File: src/inc/trim_pkg.sv
// constants, register map and types of the acceleration offset compensation block
// assumes an 8-bit register port and 12-bit two's complement samples
`default_nettype none
package trim_pkg;
	localparam int AXES       = 3;
	localparam int DATA_W     = 12;
	localparam int TRIM_W     = 8;
	localparam int SAMPLE_W   = 36;
	localparam int FIFO_DEPTH = 16;
	localparam int FRAC_W     = 20;
	localparam int ACC_W      = 32;
	localparam int SUM_W      = 16;
	localparam int NVM_WORDS  = 3;

	// register byte addresses
	localparam logic [7:0] ADDR_NVM_CTRL = 8'h33;
	localparam logic [7:0] ADDR_CTRL     = 8'h36;
	localparam logic [7:0] ADDR_PARAM    = 8'h37;
	localparam logic [7:0] ADDR_TRIM_X   = 8'h38;
	localparam logic [7:0] ADDR_TRIM_Y   = 8'h39;
	localparam logic [7:0] ADDR_TRIM_Z   = 8'h3A;

	// field positions
	localparam int NVM_LOAD_BIT   = 3;
	localparam int CTRL_CLEAR_BIT = 7;
	localparam int CTRL_TRIG_LSB  = 5;
	localparam int CTRL_RDY_BIT   = 4;
	localparam int PARAM_CUT_BIT  = 0;
	localparam int PARAM_TGT_LSB  = 1;

	// values after reset
	localparam logic [2:0] CTRL_EN_RST   = 3'h0;
	localparam logic [6:0] PARAM_RST     = 7'h00;
	localparam logic       LOAD_BUSY_RST = 1'b1;

	// fast compensation
	localparam logic [3:0]  FAST_LAST   = 4'hF;
	localparam logic [1:0]  TRIG_NONE   = 2'h0;
	localparam logic [1:0]  TGT_POS     = 2'h1;
	localparam logic [1:0]  TGT_NEG     = 2'h2;
	localparam logic [11:0] TARGET_POS  = 12'h400;
	localparam logic [11:0] TARGET_NEG  = 12'hC00;
	localparam logic [11:0] TARGET_ZERO = 12'h000;

	// slow compensation step size: shift = base + (top - band index) + cut term
	localparam logic [4:0] HP_SHIFT_BASE = 5'h08;
	localparam logic [4:0] HP_CUT_SHIFT  = 5'h03;
	localparam logic [2:0] BW_TOP_IDX    = 3'h7;

	// stored trim bytes, arbitrary contents, nonzero so an image load is visible
	localparam logic [23:0] NVM_INIT = 24'h1A2B3C;

	typedef enum logic {
		FAST_IDLE = 1'b0,
		FAST_RUN  = 1'b1
	} fast_state_t;
endpackage
`default_nettype wire

File: src/inc/stream_if.sv
// valid/ready carrier for compensated samples between the datapath and its fifo
// assumes one clock shared by both ends
`timescale 1ns/1ps
`default_nettype none
interface stream_if #(parameter int W = 36);
	logic         valid;
	logic         ready;
	logic [W-1:0] data;
	modport source (output valid, output data, input ready);
	modport sink   (input valid, input data, output ready);
endinterface
`default_nettype wire

File: src/accel_offset_compensation.sv
// offset compensation datapath for three 12-bit acceleration axes with its registers
// assumes synchronous register strobes and one raw sample per accepted valid
//
// Behaviour
// - compensation derived from unfiltered samples, offset applied to every output stream
// - sum of sample and offset saturates to the 12-bit extremes
// - public 8-bit trim change is widened into the 12-bit internal value
// - internal value change is narrowed with saturation into the public trim
// - image update copies stored bytes into the three trim registers
// - host may write the trim registers at any time except during an image update, which overwrites them
// - writing one to the clear bit zeroes all three trims
// - slow compensation high-pass steers each enabled axis output toward zero
// - cut bit selects high-pass corner bandwidth/1000 or 8x that
// - three slow enable bits, one per axis, in the control register
// - fast trigger averages 16 samples; offset becomes target minus average, saturated
// - trigger field 00 none, 01 x, 10 y, 11 z
// - trigger field is write-only and launches the run
// - done bit reads zero while a fast run is active
// - per-axis target codes 00 0g, 01 +1g, 10 -1g, 11 0g
// - stored trims are loaded after every reset and used until overwritten
// - bandwidth code 01000..01111 maps 7.81 Hz..1000 Hz, doubling each step
// - image update after reset and on a write of the load bit
`timescale 1ns/1ps
`default_nettype none
module accel_offset_compensation (
	input  wire logic        mclk_i,
	input  wire logic        nrst_i,
	input  wire logic [7:0]  reg_addr_i,
	input  wire logic [7:0]  reg_wdata_i,
	input  wire logic        reg_wr_i,
	input  wire logic        reg_rd_i,
	output logic      [7:0]  reg_rdata_o,
	input  wire logic [4:0]  filtered_bandwidth_code_i,
	input  wire logic        raw_valid_i,
	output logic             raw_ready_o,
	input  wire logic [11:0] raw_x_i,
	input  wire logic [11:0] raw_y_i,
	input  wire logic [11:0] raw_z_i,
	output logic             comp_valid_o,
	input  wire logic        comp_ready_i,
	output logic      [11:0] comp_x_o,
	output logic      [11:0] comp_y_o,
	output logic      [11:0] comp_z_o
);
	localparam int AX = trim_pkg::AXES;

	logic [2:0]               slow_en_q;
	logic [6:0]               param_q;
	logic [7:0]               rdata_q;
	logic [7:0]               trim_q [AX];
	logic [31:0]              acc_q [AX];
	logic [11:0]              raw_s [AX];
	logic [11:0]              out_s [AX];
	logic [31:0]              hp_next [AX];
	logic [2:0]               bw_idx;
	logic [4:0]               hp_shift;
	trim_pkg::fast_state_t    fast_state_q;
	logic [1:0]               fast_axis_q;
	logic [3:0]               fast_cnt_q;
	logic [15:0]              fast_sum_q;
	logic [15:0]              fast_total;
	logic [11:0]              fast_tgt;
	logic [11:0]              fast_val;
	logic                     fast_done;
	logic                     load_busy_q;
	logic [1:0]               load_idx_q;
	logic                     nvm_pend_q;
	logic [1:0]               nvm_idx_q;
	logic [7:0]               nvm_rdata;
	logic                     sample_acc;
	logic                     wr_ctrl;
	logic                     clear_req;
	logic [1:0]               trig_field;

	function automatic logic [11:0] widen(input logic [7:0] v);
		return {v[7], v, 3'h0};
	endfunction

	function automatic logic [7:0] narrow(input logic [11:0] v);
		if (v[11] && !v[10]) begin
			return 8'h80;
		end else if (!v[11] && v[10]) begin
			return 8'h7F;
		end
		return v[10:3];
	endfunction

	function automatic logic [11:0] sat13(input logic [12:0] v);
		if (v[12] != v[11]) begin
			return v[12] ? 12'h800 : 12'h7FF;
		end
		return v[11:0];
	endfunction

	function automatic logic [31:0] sat33(input logic [32:0] v);
		if (v[32] != v[31]) begin
			return v[32] ? 32'h80000000 : 32'h7FFFFFFF;
		end
		return v[31:0];
	endfunction

	assign raw_s[0]   = raw_x_i;
	assign raw_s[1]   = raw_y_i;
	assign raw_s[2]   = raw_z_i;
	assign wr_ctrl    = reg_wr_i && (reg_addr_i == trim_pkg::ADDR_CTRL);
	assign clear_req  = wr_ctrl && reg_wdata_i[trim_pkg::CTRL_CLEAR_BIT];
	assign trig_field = reg_wdata_i[trim_pkg::CTRL_TRIG_LSB +: 2];

	// sample path through the fifo
	stream_if #(.W(trim_pkg::SAMPLE_W)) samp_if ();

	assign samp_if.valid = raw_valid_i;
	assign samp_if.data  = {out_s[2], out_s[1], out_s[0]};
	assign raw_ready_o   = samp_if.ready;
	assign sample_acc    = raw_valid_i && samp_if.ready;

	stream_fifo #(
		.WIDTH (trim_pkg::SAMPLE_W),
		.DEPTH (trim_pkg::FIFO_DEPTH)
	) u_stream_fifo (
		.mclk_i      (mclk_i),
		.nrst_i      (nrst_i),
		.push_if     (samp_if),
		.pop_valid_o (comp_valid_o),
		.pop_ready_i (comp_ready_i),
		.pop_data_o  ({comp_z_o, comp_y_o, comp_x_o})
	);

	always_comb begin
		if (filtered_bandwidth_code_i[4]) begin
			bw_idx = trim_pkg::BW_TOP_IDX;
		end else if (!filtered_bandwidth_code_i[3]) begin
			bw_idx = 3'h0;
		end else begin
			bw_idx = filtered_bandwidth_code_i[2:0];
		end
	end

	always_comb begin
		hp_shift = trim_pkg::HP_SHIFT_BASE + {2'h0, trim_pkg::BW_TOP_IDX - bw_idx};
		if (!param_q[trim_pkg::PARAM_CUT_BIT]) begin
			hp_shift = hp_shift + trim_pkg::HP_CUT_SHIFT;
		end
	end

	// stored trim store
	nvm_image_store #(
		.W    (trim_pkg::TRIM_W),
		.N    (trim_pkg::NVM_WORDS),
		.INIT (trim_pkg::NVM_INIT)
	) u_nvm_image_store (
		.mclk_i    (mclk_i),
		.nrst_i    (nrst_i),
		.rd_en_i   (load_busy_q),
		.rd_addr_i (load_idx_q),
		.rd_data_o (nvm_rdata)
	);

	always_ff @(posedge mclk_i or negedge nrst_i) begin
		if (!nrst_i) begin
			load_busy_q <= trim_pkg::LOAD_BUSY_RST;
			load_idx_q  <= 2'h0;
			nvm_pend_q  <= 1'b0;
			nvm_idx_q   <= 2'h0;
		end else begin
			nvm_pend_q <= load_busy_q;
			nvm_idx_q  <= load_idx_q;
			if (load_busy_q) begin
				load_idx_q <= load_idx_q + 2'h1;
				if (load_idx_q == 2'(trim_pkg::NVM_WORDS - 1)) begin
					load_busy_q <= 1'b0;
					load_idx_q  <= 2'h0;
				end
			end else if (reg_wr_i && (reg_addr_i == trim_pkg::ADDR_NVM_CTRL)
					&& reg_wdata_i[trim_pkg::NVM_LOAD_BIT]) begin
				load_busy_q <= 1'b1;
			end
		end
	end

	always_ff @(posedge mclk_i or negedge nrst_i) begin
		if (!nrst_i) begin
			slow_en_q <= trim_pkg::CTRL_EN_RST;
			param_q   <= trim_pkg::PARAM_RST;
		end else begin
			if (wr_ctrl) begin
				slow_en_q <= reg_wdata_i[2:0];
			end
			if (reg_wr_i && (reg_addr_i == trim_pkg::ADDR_PARAM)) begin
				param_q <= reg_wdata_i[6:0];
			end
		end
	end

	always_comb begin
		unique case (param_q[trim_pkg::PARAM_TGT_LSB + 2*fast_axis_q +: 2])
			trim_pkg::TGT_POS: fast_tgt = trim_pkg::TARGET_POS;
			trim_pkg::TGT_NEG: fast_tgt = trim_pkg::TARGET_NEG;
			default:           fast_tgt = trim_pkg::TARGET_ZERO;
		endcase
	end

	// average of 16 raw samples, target minus average
	assign fast_total = fast_sum_q + {{4{raw_s[fast_axis_q][11]}}, raw_s[fast_axis_q]};
	assign fast_val   = sat13({fast_tgt[11], fast_tgt} - {fast_total[15], fast_total[15:4]});
	assign fast_done  = (fast_state_q == trim_pkg::FAST_RUN) && sample_acc
		&& (fast_cnt_q == trim_pkg::FAST_LAST);

	// write launches, nothing stored for readback
	always_ff @(posedge mclk_i or negedge nrst_i) begin
		if (!nrst_i) begin
			fast_state_q <= trim_pkg::FAST_IDLE;
			fast_axis_q  <= 2'h0;
			fast_cnt_q   <= 4'h0;
			fast_sum_q   <= 16'h0000;
		end else begin
			unique case (fast_state_q)
				trim_pkg::FAST_IDLE: begin
					if (wr_ctrl && (trig_field != trim_pkg::TRIG_NONE)) begin
						fast_state_q <= trim_pkg::FAST_RUN;
						fast_axis_q  <= trig_field - 2'h1;
						fast_cnt_q   <= 4'h0;
						fast_sum_q   <= 16'h0000;
					end
				end
				trim_pkg::FAST_RUN: begin
					if (sample_acc) begin
						fast_sum_q <= fast_total;
						fast_cnt_q <= fast_cnt_q + 4'h1;
						if (fast_done) begin
							fast_state_q <= trim_pkg::FAST_IDLE;
						end
					end
				end
			endcase
		end
	end

	// per-axis offset and trim
	for (genvar a = 0; a < AX; a++) begin : g_axis
		logic [32:0] hp_diff;
		logic [31:0] hp_delta;
		logic        own_fast;

		// offset added before output and filtering
		assign out_s[a]  = sat13({raw_s[a][11], raw_s[a]} + {acc_q[a][31], acc_q[a][31:20]});
		// slow update from unfiltered compensated output
		assign hp_delta  = $signed({out_s[a], 20'h00000}) >>> hp_shift;
		assign hp_diff   = {acc_q[a][31], acc_q[a]} - {hp_delta[31], hp_delta};
		assign hp_next[a] = sat33(hp_diff);
		assign own_fast  = fast_done && (fast_axis_q == 2'(a));

		always_ff @(posedge mclk_i or negedge nrst_i) begin
			if (!nrst_i) begin
				acc_q[a]  <= 32'h00000000;
				trim_q[a] <= 8'h00;
			end else if (clear_req) begin
				acc_q[a]  <= 32'h00000000;
				trim_q[a] <= 8'h00;
			end else if (nvm_pend_q && (nvm_idx_q == 2'(a))) begin
				acc_q[a]  <= {widen(nvm_rdata), 20'h00000};
				trim_q[a] <= nvm_rdata;
			end else if (reg_wr_i && (reg_addr_i == trim_pkg::ADDR_TRIM_X + 8'(a))) begin
				acc_q[a]  <= {widen(reg_wdata_i), 20'h00000};
				trim_q[a] <= reg_wdata_i;
			end else if (own_fast) begin
				acc_q[a]  <= {fast_val, 20'h00000};
				trim_q[a] <= narrow(fast_val);
			end else if (sample_acc && slow_en_q[a]) begin
				acc_q[a]  <= hp_next[a];
				trim_q[a] <= narrow(hp_next[a][31:20]);
			end
		end
	end

	// register read port, unmapped reads as zero
	always_ff @(posedge mclk_i or negedge nrst_i) begin
		if (!nrst_i) begin
			rdata_q <= 8'h00;
		end else if (reg_rd_i) begin
			unique case (reg_addr_i)
				trim_pkg::ADDR_NVM_CTRL: rdata_q <= {4'h0, load_busy_q, 3'h0};
				trim_pkg::ADDR_CTRL:     rdata_q <= {3'h0,
					fast_state_q == trim_pkg::FAST_IDLE, 1'b0, slow_en_q};
				trim_pkg::ADDR_PARAM:    rdata_q <= {1'b0, param_q};
				trim_pkg::ADDR_TRIM_X:   rdata_q <= trim_q[0];
				trim_pkg::ADDR_TRIM_Y:   rdata_q <= trim_q[1];
				trim_pkg::ADDR_TRIM_Z:   rdata_q <= trim_q[2];
				default:                 rdata_q <= 8'h00;
			endcase
		end
	end

	assign reg_rdata_o = rdata_q;
endmodule
`default_nettype wire

File: src/nvm_image_store.sv
// small read-only store holding the trim bytes loaded at each image update
// assumes one read per cycle; data appear one cycle after the request
`timescale 1ns/1ps
`default_nettype none
module nvm_image_store #(
	parameter int              W     = 8,
	parameter int              N     = 3,
	parameter logic [N*W-1:0]  INIT  = '0
) (
	input  wire logic                 mclk_i,
	input  wire logic                 nrst_i,
	input  wire logic                 rd_en_i,
	input  wire logic [1:0]           rd_addr_i,
	output logic      [W-1:0]         rd_data_o
);
	logic [W-1:0] rd_data_q;

	always_ff @(posedge mclk_i or negedge nrst_i) begin
		if (!nrst_i) begin
			rd_data_q <= '0;
		end else if (rd_en_i) begin
			rd_data_q <= INIT[rd_addr_i*W +: W];
		end
	end

	assign rd_data_o = rd_data_q;
endmodule
`default_nettype wire

File: src/stream_fifo.sv
// first-in first-out buffer for compensated samples
// assumes the drain side may stall; ready drops when full
`timescale 1ns/1ps
`default_nettype none
module stream_fifo #(
	parameter int WIDTH = 36,
	parameter int DEPTH = 16
) (
	input  wire logic             mclk_i,
	input  wire logic             nrst_i,
	stream_if.sink                push_if,
	output logic                  pop_valid_o,
	input  wire logic             pop_ready_i,
	output logic [WIDTH-1:0]      pop_data_o
);
	localparam int PW = $clog2(DEPTH);
	localparam int CW = $clog2(DEPTH + 1);

	logic [WIDTH-1:0] mem_q [DEPTH];
	logic [PW-1:0]    wr_ptr_q;
	logic [PW-1:0]    rd_ptr_q;
	logic [CW-1:0]    count_q;
	logic             push;
	logic             pop;

	assign push_if.ready = (count_q != CW'(DEPTH));
	assign pop_valid_o   = (count_q != '0);
	assign push          = push_if.valid && push_if.ready;
	assign pop           = pop_valid_o && pop_ready_i;
	assign pop_data_o    = mem_q[rd_ptr_q];

	// storage
	always_ff @(posedge mclk_i) begin
		if (push) begin
			mem_q[wr_ptr_q] <= push_if.data;
		end
	end

	// pointers and fill level
	always_ff @(posedge mclk_i or negedge nrst_i) begin
		if (!nrst_i) begin
			wr_ptr_q <= '0;
			rd_ptr_q <= '0;
			count_q  <= '0;
		end else begin
			if (push) begin
				wr_ptr_q <= wr_ptr_q + PW'(1);
			end
			if (pop) begin
				rd_ptr_q <= rd_ptr_q + PW'(1);
			end
			if (push && !pop) begin
				count_q <= count_q + CW'(1);
			end else if (pop && !push) begin
				count_q <= count_q - CW'(1);
			end
		end
	end
endmodule
`default_nettype wire

File: config.mk
export PLATFORM = sky130hd
export DESIGN_NAME = accel_offset_compensation
export DESIGN_NICKNAME = d
export VERILOG_FILES = /design/src/inc/trim_pkg.sv /design/src/inc/stream_if.sv /design/src/accel_offset_compensation.sv /design/src/nvm_image_store.sv /design/src/stream_fifo.sv
export SDC_FILE = /design/constraint.sdc
export NUM_CORES = 1
export LEC_CHECK = 0
export BUFFER_PORTS_ARGS = -buffer_cell sky130_fd_sc_hd__buf_4
export CAP_MARGIN = 20
export CORE_UTILIZATION = 25
export DETAILED_ROUTE_END_ITERATION = 10
export GPL_ROUTABILITY_DRIVEN = 0
export GPL_TIMING_DRIVEN = 0
export PLACE_DENSITY = 0.42
export SYNTH_ARGS = -nofsm -noshare
export SYNTH_HDL_FRONTEND = slang
export SYNTH_SLANG_ARGS = --single-unit
File: constraint.sdc
create_clock -name mclk_i -period 12.8 [get_ports mclk_i]
set_clock_uncertainty 0.15 [all_clocks]
set_input_delay 2.56 -clock mclk_i [delete_from_list [all_inputs] [get_ports mclk_i]]
set_output_delay 2.56 -clock mclk_i [all_outputs]
set_load 0.03 [all_outputs]
==> impl_metrics.ini, run 1 <==
[setup_path]
critPathKind = in2reg
end_kind = register
worstPathArrival_ns = 12.63
slowest_stage = o31ai_1
startpoint_type = input port
max_stage_delay_ns = 0.57
path_max_fanout = 10
crit_required_ns = 13.24
crit_path_frequent_cell = a21oi_1

[yosys]
seq_area_frac_synth = 0.5126
syn_area_per_cell_um2 = 11.67
synth_edf_count = 576
netlist_area_mm2 = 0.04258
ys_ff_latch = 757
ys_types = 102
synthFlopType = edfxtp_1
ys_async_sr_fraction = 0.2391
synth_cells = 3648
yosysWarningCount = 0
syn-num-nets = 3898

[drt]
wl_per_cell_um = 25.79
dr.pass1.iters = 8
via_per_inst = 5.194
postRouteWirelength_um = 159300
postRouteAntennaNets = 0
drt_iter0_drc = 3241
drc = 0
route.vias.total = 32082

[clock_tree]
cts.sinks = 757
clk_pin_slew_ns = 0.07
htree_levels = 3
insertion_delay_ns = 0.72
clock_path_buffers = 3
numCtsBuffers = 84
hold_buffers = 0
root_buffer = clkbuf_16
cts_tree = done

[cells_and_area]
multiInputGateArea_mm2 = 0.01976
final_cell_mix = edfxtp_1 (576), nand2_1 (307), nor2_1 (291)
layout.nets = 4138
layout_commonest_cell = edfxtp_1
ff_latch_area_mm2 = 0.02183
fill_cells = 17528
post-route-util = 0.2935
area_delta_synth_final_pct = 16.66
drive_above_1_share = 0.1468

[sta]
rsz0062_at_grt = no
setup_viol = 0
max_freq_mhz = 82.09
slew_viol_final = 0
post-route-period-util = 0.9517
final.setup.tns_ns = 0
relSlewSlack = 0.2163
period_minus_slack_ns = 12.18
hold_viol_final = 0
worstMarginPinSlew_ns = 1.176
worst_hold_slack_ns = 0.2864

[die]
dieArea_mm2 = 0.1720
die_y_um = 414.7
die_w_um = 414.7
start_util = 0.2516
fp-row-count = 151
core_mm2 = 0.1693
pin_count = 109

[placement]
dpl.hpwl_um = 115100
io_buffers = 105

[global_route]
grt-ovfl-total = 0
antenna_found_initial = 3
grt.total_usage = 0.1814
grt_first_pass_wirelength_um = 229000
grt_max_degree = 99
grt_pass1_vias = 31558

[min_path]
hold_path_class = reg2reg

[run_status]
status = complete, no violations

[run]
max_cap_violations = 0
[synthesized netlist by cell type (13+ instances only)]
cell / number / share of area
and2_1: 33 / 0.0048
edfxtp_1: 576 / 0.41
or3_1: 20 / 0.0029
a31oi_1: 38 / 0.0056
and3_1: 24 / 0.0035
nor2b_1: 25 / 0.0037
nor2_1: 292 / 0.026
clkbuf_1: 153 / 0.013
mux2_2: 24 / 0.0063
o31ai_1: 15 / 0.0026
o211ai_1: 37 / 0.0065
xor2_1: 39 / 0.0080
o21ai_1: 13 / 0.0015
a32oi_1: 13 / 0.0027
ha_1: 179 / 0.053
mux2i_1: 55 / 0.013
o21bai_1: 18 / 0.0032
mux4_2: 180 / 0.095
a21o_1: 80 / 0.014
inv_1: 95 / 0.0084
a22oi_1: 14 / 0.0025
a21oi_1: 292 / 0.034
nand4_1: 16 / 0.0024
nand3_1: 73 / 0.0086
o21ai_0: 291 / 0.034
o22ai_1: 19 / 0.0028
or2_2: 26 / 0.0038
nor3_1: 64 / 0.0075
nand2_1: 307 / 0.027
o21a_1: 32 / 0.0056
buf_1: 19 / 0.0017
xnor2_1: 85 / 0.017
a211o_1: 16 / 0.0033
dfrtp_1: 180 / 0.11
nand2b_1: 39 / 0.0057
a211oi_1: 38 / 0.0067
[sequential cells by signal, summed over array words and instances (netlist names)]
| name | cells |
|---|---|
| u_stream_fifo.mem_q | 576 |
| u_nvm_image_store.rd_data_o | 6 |
| reg_rdata_o | 8 |
| nvm_pend_q | 1 |
| fast_state_q | 1 |
| trim_q | 24 |
| load_busy_q | 1 |
| u_stream_fifo.count_q | 5 |
| nvm_idx_q | 2 |
| fast_sum_q | 16 |
| acc_q | 93 |
| u_stream_fifo.wr_ptr_q | 4 |
| slow_en_q | 3 |
| fast_cnt_q | 4 |
| fast_axis_q | 2 |
| u_stream_fifo.rd_ptr_q | 4 |
| param_q | 7 |
[worst max-delay path: cells and delay by family]
kind / cells / cell delay [ns]
compound gates: 25 / 6.70
simple gates: 4 / 0.54
buf+inv: 3 / 0.78
mux: 1 / 0.43
fa+ha+maj: 5 / 1.62
[area by class of cell]
cell class                 instances  area share
timing repair buffer             154     0.02914
sequential                       757      0.4394
clock inverter                    56     0.01244
buffer                           182     0.01415
tap                             2218     0.05586
clock buffer                      99     0.04405
inverter                          96    0.007253
antenna                            2   0.0001007
multi-input combinational       2613      0.3976
[layer usage]
metal	track usage	vias up	wire length (um)
met5	0	-	198
met4	0.06692	6	6492
met3	0.02605	318	7351
met2	0.3020	1068	75750
met1	0.2385	16161	69530
li1	-	14529	-
[final timing paths]
check                           cells past startpoint  slack [ns]         from                         to
worst max-delay path                               38        0.62   raw_x_i[0]                 trim_q[17]
worst min-delay path                                0        0.29  load_busy_q                 nvm_pend_q
worst max register to register                     37        2.18    acc_q[84]                 trim_q[17]
worst min register to register                      0        0.29  load_busy_q                 nvm_pend_q
max in group asynchronous                           3        9.71       nrst_i  u_stream_fifo.rd_ptr_q[3]
min in group asynchronous                           2        1.70       nrst_i              fast_cnt_q[2]
[cells by family (layout without fill, tap and decap cells)]
family                     after synthesis  after routing  synth area share
muxes                                  259            259            0.1145
DFF                                    757            757            0.5126
buffers and inverters                  278            587           0.02494
other                                    0              2                 0
and+or+nand+nor                        963            963            0.1040
xor gates and xnor gates               125            125           0.02589
AOI/OAI and AO/OA                     1077           1077            0.1613
adders and majority gates              189            189           0.05682
[through the flow]
| stage | cells | setup slack (ns) | cell area (um2) |
|---|---|---|---|
| 2_1_floorplan | 3648 | 2.442 | 42580 |
| 5_1_grt | 6175 | 0.06351 | 49680 |
| 6_report | 6177 | 0.6181 | 49680 |
| 4_1_cts | 6169 | 0.2521 | 49600 |
| 3_5_place_dp | 6014 | -0.4921 | 46790 |
| 3_3_place_gp | 5971 | -0.5354 | 46150 |
[what timing repair did]
| action | 4_1_cts | 5_1_grt |
|---|---|---|
| resized for setup | 0 | 5 |
| setup buffers | 0 | 0 |
| hold endpoints to repair | 0 | 0 |
| endpoints found under the setup margin | 0 | 4 |
Power of run 1 is not shown: default switching activity piles up to over one toggle a cycle in this logic, so the estimate is an artifact.
==> run 2, diff against run 1 <==
--- a/config.mk
+++ b/config.mk
@@ -5,6 +5,7 @@
 export SDC_FILE = /design/constraint.sdc
 export NUM_CORES = 1
 export LEC_CHECK = 0
+export ABC_AREA = 1
 export BUFFER_PORTS_ARGS = -buffer_cell sky130_fd_sc_hd__buf_4
 export CAP_MARGIN = 20
 export CORE_UTILIZATION = 25
==> run 2 against run 1 <==
Utilization increased by 0.085 points. Die area up 1.8%. Flip-flop and latch count unchanged. Via count up 14%. Routed wire length increased by 7.9%. Largest cell class unchanged. Count of clock-buffer cells in the layout up 23.
==> impl_metrics.ini, run 2 <==
[run_status]
status = complete, no violations

[setup_path]
worstPathArrival_ns = 10.75
max_stage_delay_ns = 0.99
slowest_stage = o21ai_0
worstRegToRegCells = 53
critPathKind = in2reg
crit_path_frequent_cell = nand2_1
end_kind = register
path_max_fanout = 10
crit_required_ns = 13.25
startpoint_type = input port

[drt]
drt_iter0_drc = 3268
drc = 0
route.vias.total = 36587
wl_per_cell_um = 22.98
via_per_inst = 4.893
postRouteAntennaNets = 0
postRouteWirelength_um = 171800
dr.pass1.iters = 8

[sta]
max_freq_mhz = 97.02
worst_hold_slack_ns = 0.3000
worstMarginPinSlew_ns = 1.231
relSlewSlack = 0.1709
setup_viol = 0
slew_viol_final = 0
final.setup.tns_ns = 0
rsz0062_at_grt = no
period_minus_slack_ns = 10.31
hold_viol_final = 0
post-route-period-util = 0.8053

[cells_and_area]
n_antenna_cell = 0
reg.largest.list = u_stream_fifo.mem_q: 576 flops, acc_q: 93 flops, trim_q: 24 flops
regMostFlops = u_stream_fifo.mem_q
drive_above_1_share = 0.07779
area_delta_synth_final_pct = 16.71
post-route-util = 0.2943
largest_register_ffs = 576
final_cell_mix = nand2_1 (1,236), edfxtp_1 (576), o21ai_0 (407)
fill_cells = 18382
layout_commonest_cell = nand2_1
multiInputGateArea_mm2 = 0.01948
ff_latch_area_mm2 = 0.02183
layout.nets = 5348

[yosys]
syn-num-nets = 5122
yosys-top-cells-area = edfxtp_1 (40%), nand2_1 (11%), dfrtp_1 (10%), ha_1 (5.2%), o21ai_0 (4.7%)
ys_ff_latch = 757
syn_area_per_cell_um2 = 8.899
yosysWarningCount = 0
seq_area_frac_synth = 0.5034
synth_common_cells = nand2_1 (1,236), edfxtp_1 (576), nor2_1 (415)
synth_edf_count = 576
netlist_area_mm2 = 0.04336
synth_top_area_frac = 0.3989
synth_area_leader_cell = edfxtp_1
ys_async_sr_fraction = 0.2391
ys_types = 63
synth_most_common_cell = nand2_1
synth_cells = 4872
synthFlopType = edfxtp_1

[die]
pin_count = 109
core_mm2 = 0.1719
dieArea_mm2 = 0.1751
fp-row-count = 152
die_w_um = 418.5
start_util = 0.2522
die_y_um = 418.5

[clock_tree]
post_cts_buffers = 0
hold_buffers = 0
clk_pin_slew_ns = 0.06
cts.repair.resized = 0
root_buffer = clkbuf_16
clock_path_buffers = 3
htree_levels = 3
cts_tree = done
numCtsBuffers = 91
insertion_delay_ns = 0.72
cts.sinks = 757

[global_route]
antenna_found_initial = 7
grt_first_pass_wirelength_um = 247000
grt_max_degree = 94
grt.total_usage = 0.1924
grt_pass1_vias = 35226
grt-ovfl-total = 0

[min_path]
hold_path_class = reg2reg
whs_path_depth = 0

[run]
max_cap_violations = 0

[placement]
dpl.hpwl_um = 130700
io_buffers = 108
-- run 2: cell count changes after synthesis, moves of 61 or more --
cell | previous run | this run
o221ai_1 | 11 | 118
nand3_1 | 73 | 372
a21o_1 | 80 | 17
inv_1 | 95 | 319
a21oi_1 | 292 | 199
mux2i_1 | 55 | 116
nor2_1 | 292 | 415
nand2_1 | 307 | 1236
o21ai_0 | 291 | 407
mux4_2 | 180 | 0
-- run 2: cells by family (layout without fill, tap and decap cells) --
family                     Yosys count  after routing  share of synthesized area
and+or+nand+nor                   2175           2175                     0.2087
xor gates and xnor gates           117            117                    0.02381
buffers and inverters              562            858                    0.05007
DFF                                757            757                     0.5034
muxes                              118            118                    0.02730
AOI/OAI and AO/OA                  956            956                     0.1314
adders and majority gates          187            187                    0.05535
-- run 2: final timing paths --
| check | startpoint | end | slack (ns) |
|---|---|---|---|
| setup / recovery | raw_y_i[2] | trim_q[13] | 2.49 |
| hold / removal | load_busy_q | nvm_pend_q | 0.30 |
| setup reg to reg | acc_q[54] | trim_q[13] | 4.05 |
| hold reg to reg | load_busy_q | nvm_pend_q | 0.30 |
| max in group asynchronous | nrst_i | acc_q[12] | 9.72 |
| min in group asynchronous | nrst_i | fast_sum_q[10] | 1.71 |
-- run 2: metal layers --
layer	wire length [um]	up-vias	global-route usage
met5	13	-	0
met1	76030	17814	0.2532
met4	4948	2	0.05594
met2	83460	1087	0.3310
li1	-	17454	-
met3	7400	230	0.02014
-- run 2: per-stage QoR --
step / std cells / cell area (um2) / setup WS, ns
floorplan: 4872 / 43360 / 4.196
global placement: 7290 / 47060 / 1.943
detailed placement: 7315 / 47680 / 1.962
CTS: 7478 / 50600 / 2.711
global route: 7478 / 50600 / 1.871
finish: 7478 / 50600 / 2.493
-- run 2: area by class of cell --
class	count	area share
clock inverter	41	0.009668
multi-input combinational	3553	0.3850
timing repair buffer	133	0.02591
clock buffer	122	0.04809
tap	2310	0.05712
buffer	211	0.01686
inverter	351	0.02604
sequential	757	0.4313
-- run 2: worst max-delay path, delay by kind of cell --
family	cells	cell delay [ns]
adders and majority gates	5	1.65
xor gates and xnor gates	1	0.28
and+or+nand+nor	31	3.19
AOI/OAI and AO/OA	8	2.10
buffers and inverters	9	0.95
Power of run 2 is left out for the same reason.
